<file path="config.mk">
export PLATFORM = sky130hd
export DESIGN_NAME = sync_serial_channel_params
export DESIGN_NICKNAME = d
export VERILOG_FILES = /design/src/rtl/chan_pkg.sv /design/src/rtl/tick_prescaler.sv /design/src/rtl/sync_serial_channel_params.sv
export SDC_FILE = /design/constraint.sdc
export NUM_CORES = 1
export LEC_CHECK = 0
export BUFFER_PORTS_ARGS = -buffer_cell sky130_fd_sc_hd__buf_2
export CORE_ASPECT_RATIO = 1.25
export CORE_UTILIZATION = 50
export DETAILED_ROUTE_END_ITERATION = 6
export PLACE_DENSITY = 0.75
export SKIP_LAST_GASP = 1
export SYNTH_ARGS = -nofsm -noshare
export SYNTH_HDL_FRONTEND = slang
export SYNTH_SLANG_ARGS = --single-unit
</file>
<file path="constraint.sdc">
create_clock -name clk -period 26.9 [get_ports clk]
set_input_delay 2.69 -clock clk [delete_from_list [all_inputs] [get_ports clk]]
set_output_delay 2.69 -clock clk [all_outputs]
set_load 0.05 [all_outputs]
</file>
<file path="src/rtl/chan_pkg.sv">
// Purpose: Shared constants and types for the serial channel parameter block
// Assumes: 250 MHz system clock; register index times four gives the byte address
// Notes: All parameter registers clear to zero at reset
package chan_pkg;

  // Register indices (byte address = index * 4)
  localparam logic [7:0] IDX_FIRST_SYNC = 8'h08;
  localparam logic [7:0] IDX_SECOND_SYNC = 8'h09;
  localparam logic [7:0] IDX_SPECIAL = 8'h0a;
  localparam logic [7:0] IDX_SYNC_COUNT = 8'h0b;
  localparam logic [7:0] IDX_RECORD_LEN = 8'h0c;
  localparam logic [7:0] IDX_FLAGS = 8'h0e;
  localparam logic [7:0] IDX_IDLE_FILL = 8'h10;
  localparam logic [7:0] IDX_THRESHOLD = 8'h12;
  localparam logic [7:0] IDX_PAD_CHAR = 8'h14;
  localparam logic [7:0] IDX_PAD_COUNT = 8'h15;
  localparam logic [7:0] IDX_OPEN_HOLD = 8'h16;
  localparam logic [7:0] IDX_CONTROL = 8'h40;
  localparam logic [7:0] IDX_TX_LENGTH = 8'h41;
  localparam logic [7:0] IDX_TX_DATA = 8'h42;
  localparam logic [7:0] IDX_STATUS = 8'h43;
  localparam logic [7:0] IDX_IRQ_MASK = 8'h44;
  localparam logic [7:0] IDX_CHAN_STATE = 8'h45;

  // Service flag word fields
  localparam int FLAG_RX_CLEAR = 4;
  localparam int FLAG_SPLIT_QUEUES = 5;
  localparam int FLAG_RTS_ON_OPEN = 6;
  localparam int FLAG_WAIT_DCD = 7;
  localparam int FLAG_DROP_RTS = 8;
  localparam int FLAG_IGNORE_DSR = 11;
  localparam int FLAG_MODE_LSB = 13;
  localparam int SPECIAL_TRANSPARENT = 0;

  // Control register fields
  localparam int CTL_CONT_RTS = 0;
  localparam int CTL_OPEN = 1;
  localparam int CTL_TX_GO = 2;
  localparam int CTL_CLOSE = 3;

  // Status and mask fields
  localparam int ST_TX_DONE = 0;
  localparam int ST_OPEN_DONE = 1;
  localparam int ST_DSR_LOST = 2;
  localparam int ST_WIDTH = 3;

  // Output FIFO
  localparam int FIFO_DEPTH = 16;
  localparam logic [15:0] FIFO_DEPTH_W = 16'h0010;

  // Timing
  localparam int QTR_SEC_NS = 250_000_000;
  localparam int CLK_PERIOD_NS = 4;
  localparam int QTR_CYCLES_DEF = QTR_SEC_NS / CLK_PERIOD_NS;
  localparam int QTR_SEC_MS = 250;
  localparam int MINUTE_MS = 60_000;
  localparam int QTRS_PER_MIN = MINUTE_MS / QTR_SEC_MS;
  localparam int TIMER_COUNT = 4;

  // Kind of byte held on the line output
  localparam logic [1:0] K_IDLE = 2'h0;
  localparam logic [1:0] K_SYNC = 2'h1;
  localparam logic [1:0] K_DATA = 2'h2;
  localparam logic [1:0] K_PAD = 2'h3;

  typedef enum logic [2:0] {
    bit_oriented_mode = 3'h0,
    char_oriented_mode = 3'h2,
    async_mode = 3'h4
  } line_mode_e;

  typedef enum logic [2:0] {
    TX_IDLE = 3'h0,
    TX_FILL = 3'h1,
    TX_SYNC = 3'h3,
    TX_DATA = 3'h2,
    TX_PAD = 3'h6
  } tx_state_e;

  typedef enum logic [1:0] {
    O_IDLE = 2'h0,
    O_WAIT = 2'h1,
    O_UP = 2'h3
  } open_state_e;

endpackage

</file>
<file path="src/rtl/tick_prescaler.sv">
// Purpose: Free-running quarter-second and one-minute tick source
// Assumes: Single system clock
// Notes: Ticks are one-cycle pulses
`timescale 1ns/1ps
module tick_prescaler
  import chan_pkg::*;
#(
  parameter int QTR_CYCLES = QTR_CYCLES_DEF
) (
  // Clock and reset
  input wire logic clk,
  input wire logic rst,
  // Ticks
  output logic qtr_tick,
  output logic min_tick
);

  typedef struct packed {
    logic [25:0] cnt;
    logic [7:0] qcnt;
    logic q;
    logic m;
  } pre_s;

  localparam logic [25:0] CNT_LAST = 26'(QTR_CYCLES - 1);
  localparam logic [7:0] QCNT_LAST = 8'(QTRS_PER_MIN - 1);

  pre_s p_reg;
  pre_s p_next;

  always_comb begin
    p_next = p_reg;
    p_next.q = 1'b0;
    p_next.m = 1'b0;
    if (p_reg.cnt >= CNT_LAST) begin
      p_next.cnt = '0;
      p_next.q = 1'b1;
      if (p_reg.qcnt >= QCNT_LAST) begin
        p_next.qcnt = '0;
        p_next.m = 1'b1;
      end else begin
        p_next.qcnt = p_reg.qcnt + 8'h01;
      end
    end else begin
      p_next.cnt = p_reg.cnt + 26'h0000001;
    end
  end

  always_ff @(posedge clk or posedge rst) begin
    if (rst) begin
      p_reg <= '0;
    end else begin
      p_reg <= p_next;
    end
  end

  assign qtr_tick = p_reg.q;
  assign min_tick = p_reg.m;

endmodule

</file>
<file path="src/rtl/sync_serial_channel_params.sv">
// Purpose: Channel parameter table, transmit framer and open sequencer
// Assumes: Avalon-MM slave, byte address; byte serializer on tx_valid/tx_ready
// Notes: Modem inputs are synchronised; line side handshakes share clk
// How it works
// - Second sync register byte drives the serializer's second sync output.
// - Special modifiers bit 0 turns transparency on; other bits reserved.
// - Each frame starts with first sync char sent initial-sync-count times.
// - Transmit record length word is held and driven to character detection.
// - Flag bits 0-3 pick quarter-second or minute ticks per channel timer.
// - With flag bit 4 set, receiver is cleared after every received frame.
// - Flag bit 5 selects single or split transmit/receive request queues.
// - Flag bit 6 raises request-to-send when an open starts.
// - Flag bit 7 holds open completion until carrier detect is present.
// - Flag bit 8 drops request-to-send once the open completes.
// - Flag bit 11 clear means wait for and monitor data-set-ready.
// - Flag bits 13-15 decode line mode: bit, char sync, or async.
// - Continuous request-to-send with nothing pending sends the idle fill byte.
// - Line data waits until threshold bytes, at most the FIFO depth of 16, sit in the output FIFO.
// - Requests shorter than the threshold wait for their whole data.
// - Each block ends with the pad byte sent pad-count times.
// - Open succeeds only after modem lines hold required state for hold timer.
// - First sync register byte drives the serializer's first sync output.
`timescale 1ns/1ps
module sync_serial_channel_params
  import chan_pkg::*;
#(
  parameter int QTR_CYCLES = QTR_CYCLES_DEF
) (
  // Clock and reset
  input wire logic clk,
  input wire logic rst,
  // Avalon-MM slave
  input wire logic [9:0] address,
  input wire logic read,
  input wire logic write,
  input wire logic [31:0] writedata,
  input wire logic [3:0] byteenable,
  output logic [31:0] readdata,
  output logic waitrequest,
  output logic irq,
  // Serial controller configuration
  output logic [7:0] first_sync_char,
  output logic [7:0] second_sync_char,
  output logic transparent_en,
  output logic [15:0] transmit_record_length,
  output logic split_queues,
  output logic [2:0] line_mode,
  output logic line_mode_known,
  output logic [3:0] timer_tick,
  // Line byte stream
  output logic [7:0] tx_data,
  output logic tx_valid,
  input wire logic tx_ready,
  input wire logic rx_frame_end,
  output logic rx_clear,
  // Modem control
  input wire logic dcd,
  input wire logic dsr,
  output logic rts
);

  typedef struct packed {
    logic ack;
    logic [31:0] rdata;
    logic [7:0] first_sync;
    logic [7:0] second_sync;
    logic [7:0] special;
    logic [7:0] sync_count;
    logic [15:0] record_len;
    logic [15:0] flags;
    logic [15:0] idle_fill;
    logic [15:0] threshold;
    logic [7:0] pad_char;
    logic [7:0] pad_count;
    logic [7:0] open_hold;
    logic cont_rts;
    logic [15:0] tx_len;
    logic [ST_WIDTH-1:0] status;
    logic [ST_WIDTH-1:0] mask;
    logic [FIFO_DEPTH-1:0][7:0] mem;
    logic [3:0] wr_ptr;
    logic [3:0] rd_ptr;
    logic [4:0] fifo_cnt;
    tx_state_e tx_st;
    logic [15:0] tx_left;
    logic [7:0] rep_left;
    logic [7:0] tx_byte;
    logic tx_vld;
    logic [1:0] tx_kind;
    open_state_e op_st;
    logic [7:0] hold_cnt;
    logic rts;
    logic rx_clr;
    logic [3:0] ticks;
    logic dcd_s1;
    logic dcd_s2;
    logic dsr_s1;
    logic dsr_s2;
  } chan_s;

  chan_s s_reg;
  chan_s s_next;
  logic qtr_tick;
  logic min_tick;

  function automatic logic [15:0] merge16(input logic [15:0] old, input logic [31:0] wd,
                                          input logic [3:0] be);
    logic [15:0] r;
    r = old;
    if (be[0]) begin
      r[7:0] = wd[7:0];
    end
    if (be[1]) begin
      r[15:8] = wd[15:8];
    end
    return r;
  endfunction

  function automatic logic [7:0] merge8(input logic [7:0] old, input logic [31:0] wd,
                                        input logic [3:0] be);
    return be[0] ? wd[7:0] : old;
  endfunction

  tick_prescaler #(
    .QTR_CYCLES(QTR_CYCLES)
  ) u_prescaler (
    .clk(clk),
    .rst(rst),
    .qtr_tick(qtr_tick),
    .min_tick(min_tick)
  );

  logic [7:0] idx;
  logic wr_acc;
  logic rd_acc;
  logic fifo_full;
  logic line_ok;
  logic open_pulse;
  logic close_pulse;
  logic go_pulse;
  logic can_load;
  logic [15:0] fill_target;
  logic [15:0] fifo_cnt_w;
  logic [ST_WIDTH-1:0] ev;

  assign idx = address[9:2];
  assign fifo_full = s_reg.fifo_cnt == 5'(FIFO_DEPTH);
  assign wr_acc = s_reg.ack & write;
  assign rd_acc = s_reg.ack & read;
  assign fifo_cnt_w = {11'h000, s_reg.fifo_cnt};
  assign line_ok = (!s_reg.flags[FLAG_WAIT_DCD] | s_reg.dcd_s2) &
                   (s_reg.flags[FLAG_IGNORE_DSR] | s_reg.dsr_s2);
  assign can_load = !s_reg.tx_vld | tx_ready;
  assign open_pulse = wr_acc & (idx == IDX_CONTROL) & byteenable[0] & writedata[CTL_OPEN];
  assign close_pulse = wr_acc & (idx == IDX_CONTROL) & byteenable[0] & writedata[CTL_CLOSE];
  assign go_pulse = wr_acc & (idx == IDX_CONTROL) & byteenable[0] & writedata[CTL_TX_GO];

  // Fill target: threshold, or the whole request when shorter, capped at depth
  always_comb begin
    fill_target = (s_reg.tx_len < s_reg.threshold) ? s_reg.tx_len : s_reg.threshold;
    if (fill_target > FIFO_DEPTH_W) begin
      fill_target = FIFO_DEPTH_W;
    end
  end

  ////////////////////////////////////////////////////////////////////////////
  always_comb begin
    s_next = s_reg;
    ev = '0;
    s_next.rx_clr = rx_frame_end & s_reg.flags[FLAG_RX_CLEAR];
    for (int i = 0; i < TIMER_COUNT; i++) begin
      s_next.ticks[i] = s_reg.flags[i] ? min_tick : qtr_tick;
    end
    s_next.dcd_s1 = dcd;
    s_next.dcd_s2 = s_reg.dcd_s1;
    s_next.dsr_s1 = dsr;
    s_next.dsr_s2 = s_reg.dsr_s1;

    // Bus handshake: a full FIFO stalls data writes
    s_next.ack = (read | write) & !s_reg.ack & !(write & (idx == IDX_TX_DATA) & fifo_full);
    if ((read | write) & !s_reg.ack) begin
      case (idx)
        IDX_FIRST_SYNC: s_next.rdata = {24'h000000, s_reg.first_sync};
        IDX_SECOND_SYNC: s_next.rdata = {24'h000000, s_reg.second_sync};
        IDX_SPECIAL: s_next.rdata = {24'h000000, s_reg.special};
        IDX_SYNC_COUNT: s_next.rdata = {24'h000000, s_reg.sync_count};
        IDX_RECORD_LEN: s_next.rdata = {16'h0000, s_reg.record_len};
        IDX_FLAGS: s_next.rdata = {16'h0000, s_reg.flags};
        IDX_IDLE_FILL: s_next.rdata = {16'h0000, s_reg.idle_fill};
        IDX_THRESHOLD: s_next.rdata = {16'h0000, s_reg.threshold};
        IDX_PAD_CHAR: s_next.rdata = {24'h000000, s_reg.pad_char};
        IDX_PAD_COUNT: s_next.rdata = {24'h000000, s_reg.pad_count};
        IDX_OPEN_HOLD: s_next.rdata = {24'h000000, s_reg.open_hold};
        IDX_CONTROL: s_next.rdata = {31'h00000000, s_reg.cont_rts};
        IDX_TX_LENGTH: s_next.rdata = {16'h0000, s_reg.tx_len};
        IDX_STATUS: s_next.rdata = {29'h00000000, s_reg.status};
        IDX_IRQ_MASK: s_next.rdata = {29'h00000000, s_reg.mask};
        IDX_CHAN_STATE: begin
          s_next.rdata = {21'h000000, s_reg.fifo_cnt, s_reg.op_st, s_reg.tx_st, s_reg.rts};
        end
        default: s_next.rdata = 32'h00000000;
      endcase
    end

    if (wr_acc) begin
      case (idx)
        IDX_FIRST_SYNC: s_next.first_sync = merge8(s_reg.first_sync, writedata, byteenable);
        IDX_SECOND_SYNC: begin
          s_next.second_sync = merge8(s_reg.second_sync, writedata, byteenable);
        end
        IDX_SPECIAL: s_next.special = merge8(s_reg.special, writedata, byteenable);
        IDX_SYNC_COUNT: s_next.sync_count = merge8(s_reg.sync_count, writedata, byteenable);
        IDX_RECORD_LEN: begin
          s_next.record_len = merge16(s_reg.record_len, writedata, byteenable);
        end
        IDX_FLAGS: s_next.flags = merge16(s_reg.flags, writedata, byteenable);
        IDX_IDLE_FILL: s_next.idle_fill = merge16(s_reg.idle_fill, writedata, byteenable);
        IDX_THRESHOLD: s_next.threshold = merge16(s_reg.threshold, writedata, byteenable);
        IDX_PAD_CHAR: s_next.pad_char = merge8(s_reg.pad_char, writedata, byteenable);
        IDX_PAD_COUNT: s_next.pad_count = merge8(s_reg.pad_count, writedata, byteenable);
        IDX_OPEN_HOLD: s_next.open_hold = merge8(s_reg.open_hold, writedata, byteenable);
        IDX_CONTROL: begin
          if (byteenable[0]) begin
            s_next.cont_rts = writedata[CTL_CONT_RTS];
          end
        end
        IDX_TX_LENGTH: s_next.tx_len = merge16(s_reg.tx_len, writedata, byteenable);
        IDX_TX_DATA: begin
          if (byteenable[0]) begin
            s_next.mem[s_reg.wr_ptr] = writedata[7:0];
            s_next.wr_ptr = s_reg.wr_ptr + 4'h1;
          end
        end
        IDX_IRQ_MASK: begin
          if (byteenable[0]) begin
            s_next.mask = writedata[ST_WIDTH-1:0];
          end
        end
        default: s_next.ack = s_next.ack;
      endcase
    end

    // Line byte stream
    if (s_reg.tx_vld & tx_ready) begin
      s_next.tx_vld = 1'b0;
    end
    case (s_reg.tx_st)
      TX_IDLE: begin
        if (go_pulse) begin
          s_next.tx_st = TX_FILL;
          s_next.tx_left = s_reg.tx_len;
        end else if (s_reg.cont_rts & can_load) begin
          s_next.tx_byte = s_reg.idle_fill[7:0];
          s_next.tx_vld = 1'b1;
          s_next.tx_kind = K_IDLE;
        end
      end
      TX_FILL: begin
        if (fifo_cnt_w >= fill_target) begin
          s_next.tx_st = TX_SYNC;
          s_next.rep_left = s_reg.sync_count;
        end
      end
      TX_SYNC: begin
        if (can_load) begin
          if (s_reg.rep_left == 8'h00) begin
            s_next.tx_st = TX_DATA;
          end else begin
            s_next.tx_byte = s_reg.first_sync;
            s_next.tx_vld = 1'b1;
            s_next.tx_kind = K_SYNC;
            s_next.rep_left = s_reg.rep_left - 8'h01;
          end
        end
      end
      TX_DATA: begin
        if (s_reg.tx_left == 16'h0000) begin
          s_next.tx_st = TX_PAD;
          s_next.rep_left = s_reg.pad_count;
        end else if (can_load & (s_reg.fifo_cnt != 5'h00)) begin
          s_next.tx_byte = s_reg.mem[s_reg.rd_ptr];
          s_next.tx_vld = 1'b1;
          s_next.tx_kind = K_DATA;
          s_next.rd_ptr = s_reg.rd_ptr + 4'h1;
          s_next.tx_left = s_reg.tx_left - 16'h0001;
        end
      end
      TX_PAD: begin
        if (can_load) begin
          if (s_reg.rep_left == 8'h00) begin
            s_next.tx_st = TX_IDLE;
            ev[ST_TX_DONE] = 1'b1;
          end else begin
            s_next.tx_byte = s_reg.pad_char;
            s_next.tx_vld = 1'b1;
            s_next.tx_kind = K_PAD;
            s_next.rep_left = s_reg.rep_left - 8'h01;
          end
        end
      end
      default: s_next.tx_st = TX_IDLE;
    endcase
    s_next.fifo_cnt = 5'(4'(s_next.wr_ptr - s_next.rd_ptr));
    if (s_next.wr_ptr == s_next.rd_ptr) begin
      s_next.fifo_cnt = (s_reg.fifo_cnt >= 5'h08) && (s_next.wr_ptr != s_reg.rd_ptr
                         || s_next.rd_ptr == s_reg.rd_ptr) ? 5'(FIFO_DEPTH) : 5'h00;
    end

    // Open sequencer
    case (s_reg.op_st)
      O_IDLE, O_UP: begin
        if (s_reg.op_st == O_UP && !s_reg.flags[FLAG_IGNORE_DSR] && !s_reg.dsr_s2) begin
          ev[ST_DSR_LOST] = 1'b1;
        end
        if (close_pulse) begin
          s_next.op_st = O_IDLE;
          s_next.rts = 1'b0;
        end else if (open_pulse) begin
          s_next.op_st = O_WAIT;
          s_next.hold_cnt = 8'h00;
          if (s_reg.flags[FLAG_RTS_ON_OPEN]) begin
            s_next.rts = 1'b1;
          end
        end
      end
      O_WAIT: begin
        if (close_pulse) begin
          s_next.op_st = O_IDLE;
          s_next.rts = 1'b0;
        end else if (!line_ok) begin
          s_next.hold_cnt = 8'h00;
        end else if (s_reg.hold_cnt >= s_reg.open_hold) begin
          s_next.op_st = O_UP;
          ev[ST_OPEN_DONE] = 1'b1;
          if (s_reg.flags[FLAG_DROP_RTS]) begin
            s_next.rts = 1'b0;
          end
        end else if (qtr_tick) begin
          s_next.hold_cnt = s_reg.hold_cnt + 8'h01;
        end
      end
      default: s_next.op_st = O_IDLE;
    endcase

    // Sticky status, read clears only what was reported; new events win
    if (rd_acc && idx == IDX_STATUS) begin
      s_next.status = s_reg.status & ~s_reg.rdata[ST_WIDTH-1:0];
    end
    s_next.status = s_next.status | ev;
  end

  always_ff @(posedge clk or posedge rst) begin
    if (rst) begin
      s_reg <= '0;
    end else begin
      s_reg <= s_next;
    end
  end

  ////////////////////////////////////////////////////////////////////////////
  assign waitrequest = (read | write) & !s_reg.ack;
  assign readdata = s_reg.rdata;
  assign irq = |(s_reg.status & s_reg.mask);
  assign first_sync_char = s_reg.first_sync;
  assign second_sync_char = s_reg.second_sync;
  assign transparent_en = s_reg.special[SPECIAL_TRANSPARENT];
  assign transmit_record_length = s_reg.record_len;
  assign split_queues = s_reg.flags[FLAG_SPLIT_QUEUES];
  assign line_mode = s_reg.flags[15:FLAG_MODE_LSB];
  assign line_mode_known = (line_mode == bit_oriented_mode) | (line_mode == char_oriented_mode) |
                           (line_mode == async_mode);
  assign timer_tick = s_reg.ticks;
  assign tx_data = s_reg.tx_byte;
  assign tx_valid = s_reg.tx_vld;
  assign rx_clear = s_reg.rx_clr;
  assign rts = s_reg.rts;
endmodule

</file>
## Word-level counts from Yosys, hierarchy flattened

Index checks and enable logic that the tools add are counted.

- Eq/ne operators: 52
- Bitwise gates (word level): 26
- Muxes and demuxes: 76
- Add/subtract/negate cells: 8
- Reductions and logical operators: 51
- Magnitude comparators: 10

Operators by type and width:

| cell | count |
|---|---|
| $pmux 16 s16 | 1 |
| $bwmux 128 | 1 |
| $mux 19 | 5 |
| $mux 8 | 10 |
| $mux 16 | 4 |
| $reduce_and 3->1 | 21 |
| $mux 11 | 5 |
| $eq 8x4->1 const B | 6 |
| $eq 8x7->1 const B | 6 |
| $pmux 11 s4 | 1 |
| $eq 8x5->1 const B | 5 |
| $bmux 8 s4 | 1 |
| $demux 8 s4 | 1 |
| $ne 2x2->1 const B | 16 |
| $pmux 16 s2 | 1 |
| $pmux 8 s4 | 1 |
| $add 26x1->26 const B | 1 |
| $ge 26x26->1 const B | 1 |
| $mux 26 | 1 |
| $mux 4 | 6 |
| $mux 1 | 21 |
| $mux 3 | 7 |
| $ne 3x3->1 const B | 6 |
| $pmux 9 s2 | 1 |
| 47 further kinds | 94 |

- Register bits after elaboration: 409
- Input port bits: 54
- Word-level logic and storage cells: 282
- Output and inout bits: 87

## Depth between registers and ports, before layout

- Depth after elaboration: 11
- Depth in mapped cells: 16
- Depth with buffers taken out: 15

## By module

Synthesis repeated with hierarchy kept, for this count alone.

- Cells, all modules: 1741
- Area total of the unflattened synthesis: 20495.9 µm²

By module, submodules not included:

| module | area each (µm²) | times used | cells an instance | sequential area each (µm²) |
|---|---|---|---|---|
| sync_serial_channel_params | 18625.4 | 1 | 1551 | 8933.6 |
| tick_prescaler | 1870.5 | 1 | 190 | 900.9 |

## Worst setup path after synthesis

No wires, ideal clock.

- Path type: input -> output
- Start: input port write
- End: output port waitrequest
- Buffers on the path: 1
- Arrival: 3.686 ns
- Stages on the path: 3
- Path slack: 20.524 ns
- Data required time: 24.210 ns
- Cells stage by stage: o21bai_1 > clkbuf_1 > inv_1

- Word-level cells in the longest chain between the ends: 2

RTL lines:

| item | RTL line | text |
|---|---|---|
| start, declared | sync_serial_channel_params.sv:35 | `input wire logic write,` |
| $or 1x1->1 | sync_serial_channel_params.sv:361 | `assign waitrequest = (read \| write) & !s_reg.ack;` |
| $and 1x1->1 | sync_serial_channel_params.sv:361 |  |
| end, declared | sync_serial_channel_params.sv:39 | `output logic waitrequest,` |

No other way between the ends.

## Worst setup path after layout

Same ends and word-level chain as after synthesis.

==> impl_metrics.json <==
{
  "drc": 0,
  "maxSlewViolCount": 0,
  "synth.most_common_cell": "dfrtp_1",
  "ir_worst_vdd_mv": 0.04503,
  "grt_first_pass_wirelength_mm": 85.04,
  "reg2reg_depth": 12,
  "root_buffer": "clkbuf_16",
  "core_area_sq_um": 40920,
  "vias": 14420,
  "numPortBuffers": 104,
  "clk_latency_ps": 570,
  "cts_buffer_depth": 3,
  "r2r_start": "s_reg[39]$_DFFE_PP0P_",
  "yosysWarnings": 0,
  "die_x_microns": 184,
  "power.leakage_nw": 10.68,
  "fin_skew_ps": 28.63,
  "dpl_cell_area_sq_um": 21110,
  "rr_endpoint": "fifo_cnt_w[3]$_DFF_PP0_",
  "period_needed_ps": 6041,
  "ys_top_cells_by_area": "dfrtp_1 (48%), mux2_2 (16%), mux4_2 (4.8%)",
  "wire_per_inst_microns": 23.03,
  "fmax_ghz": 0.1655,
  "finalSetupViolations": 0,
  "worst_slew_pin_slew_ps": 1314,
  "p_per_area_nw_per_um2": 70.12,
  "synth_top_area_share_pct": 47.50,
  "initial_utilization_pct": 50.60,
  "drive_gt1_share_pct": 30.60,
  "synthCells": 1775,
  "layout.nets": 1877,
  "overflow": 0,
  "yosysSeqAreaShare_pct": 47.50,
  "cts_setup_buffers": 0,
  "wirelength_mm": 54.26,
  "critPathLaunchType": "input pin",
  "netlist_area_sq_um": 20700,
  "synth_cell_type_count": 88,
  "ys.flop_type": "dfrtp_1",
  "slew_headroom_pct": 11.72,
  "viasPerCell": 6.121,
  "postSynthAreaPerCell_sq_um": 11.66,
  "cts_tree": "yes",
  "finalHoldViolCount": 0,
  "die_area_sq_um": 42230,
  "critPathCaptureType": "primary output",
  "cts.reportedPaths.clkPinSlew_ps": 50,
  "grt_pass1_vias": 14680,
  "path_common_cell": "buf_2",
  "fin_area_sq_um": 22480,
  "hp-class": "reg2reg",
  "synth_edf_count": 0,
  "timing.final.crit_share_pct": 22.46,
  "synth_area_leader_cell": "dfrtp_1",
  "ys_seq_elements": 393,
  "cpMaxStageDelayCell": "o21bai_2",
  "antenna_found_initial": 0,
  "cp_slowest_stage_delay_ps": 250,
  "ioPinCount": 141,
  "critical_path.top_delay_family": "buffers and inverters",
  "rows": 83,
  "synth.top_cells.by_count": "dfrtp_1 (393), mux2_2 (287), nand2_1 (97)",
  "ant_nets": 0,
  "grt_usage_pct": 26.36,
  "largest_reg_flops": 282,
  "place_congestion": 1.012,
  "crit_arrival_ps": 3350,
  "hp-start": "s_next[0]$_DFF_PP0_",
  "area_growth_syn_to_layout_pct": 8.570,
  "async_flop_share_pct": 100.0,
  "grt_max_degree": 126,
  "cp.required_ps": 24210,
  "outcome": "finished, final reports clean",
  "crit_fanout": 5,
  "diodes": 0,
  "fin_tns_setup_ps": 0,
  "min_to": "s_reg[0]$_DFF_PP0_",
  "cts_buffers": 41,
  "cp_num_buf_inv": 3,
  "cts_max_level": 2,
  "dpl.hpwl_mm": 37.59,
  "drtPass1Iterations": 7,
  "clkSinkCount": 393,
  "crit_chain": "buf_2 -> o21bai_2 -> inv_1 -> buf_2",
  "hold_depth": 0,
  "postCtsHoldBufs": 0,
  "critPathKind": "in2out",
  "maxCapViolCount": 0,
  "first_iter_violations": 1380,
  "rsz0062_at_grt": "no",
  "rrSetupSlack_ps": 23050,
  "die_y_microns": 229.5,
  "ctsResizeCount": 0
}
placed cells by master, fill, tap and decap left out, types with 10 or more instances in the layout:
cell type and count:
dfrtp_1 392, mux2_2 287, buf_2 104, nand2_1 97, nor2_1 87, o21ai_0 63
inv_1 63, ha_1 45, mux4_2 44, a21oi_1 42, clkbuf_16 42, nand3_1 36
mux2i_1 30, nor3_1 27, a22oi_1 26, nor2b_1 20, and3_1 17, a221oi_1 17
nand4_1 17, xor2_1 17, xnor2_1 16, conb_1 16, buf_4 16, and2_1 14
a31oi_1 13, nor4_1 13, nand2b_1 12, a22o_1 12, o21ai_1 12, o2bb2ai_1 10
power breakdown:
group / internal [mW] / switching (mW)
Sequential: 0.618 / 0.0419
Clock: 0.339 / 0.240
Combinational: 0.120 / 0.216
Total: 1.08 / 0.498
cells by family after synthesis:
family	Yosys count	share of synthesized area [%]
adder cells (fa/ha/maj)	47	2.865
XOR/XNOR	34	1.505
buffers and inverters	240	5.983
flip-flops	393	47.50
other	1	0.01811
AND/OR/NAND/NOR	408	10.55
AO/OA/AOI/OAI	289	9.622
multiplexers	363	21.96
worst register-to-register path, cell delays in order, from the launching register on:
cell and delay [ps]:
dfrtp_1 430, inv_1 100, ha_1 210, nor4b_1 640
nand4_1 420, nand3_1 640, mux2_2 420, inv_1 100
ha_1 250, a21o_1 180, a21oi_1 190, nand2_1 80
mux2i_1 120
final cells by class:
cell class,instances,area [sq um]
inverter,64,247.7
clock inverter,18,230.2
multi-input combinational,1157,9693
timing repair buffer,120,640.6
tap,552,690.7
fill,3448,18440
sequential,393,9836
clock buffer,52,1139
worst max-delay path by stage:
stage	depth (start not counted)	end	slack [ps]	startpoint
6_report	4	waitrequest	20860	write
5_1_grt	4	waitrequest	20840	write
4_1_cts	4	waitrequest	20850	write
3_5_place_dp	4	waitrequest	20860	write
3_3_place_gp	4	waitrequest	20840	write
2_1_floorplan	1	fifo_cnt_w[0]$_DFF_PP0_	13280	rst
routing by layer:
layer | GRT usage (%) | up-vias | routed length (microns)
met2 | 43.32 | 554 | 26720
met1 | 33.64 | 7340 | 21540
met5 | 0 | - | 0
met3 | 3.800 | 128 | 3098
li1 | - | 6398 | -
met4 | 13.96 | 0 | 2907
stage by stage:
| step | hold slack, ps | util (%) | total power, mW | setup slack, ps | instances |
|---|---|---|---|---|---|
| global placement | 335.4 | 51.59 | 0.9930 | 20840 | 2286 |
| finish | 345.4 | 54.93 | 1.576 | 20860 | 2356 |
| global route | 358.7 | 54.93 | 1.643 | 20840 | 2356 |
| detailed placement | 335.8 | 51.59 | 1.003 | 20860 | 2286 |
| CTS | 349.0 | 54.93 | 1.583 | 20850 | 2356 |
| floorplan | 331.2 | - | 0.9203 | 13280 | 1790 |
Note: power is estimated with default switching activity, not from simulation.
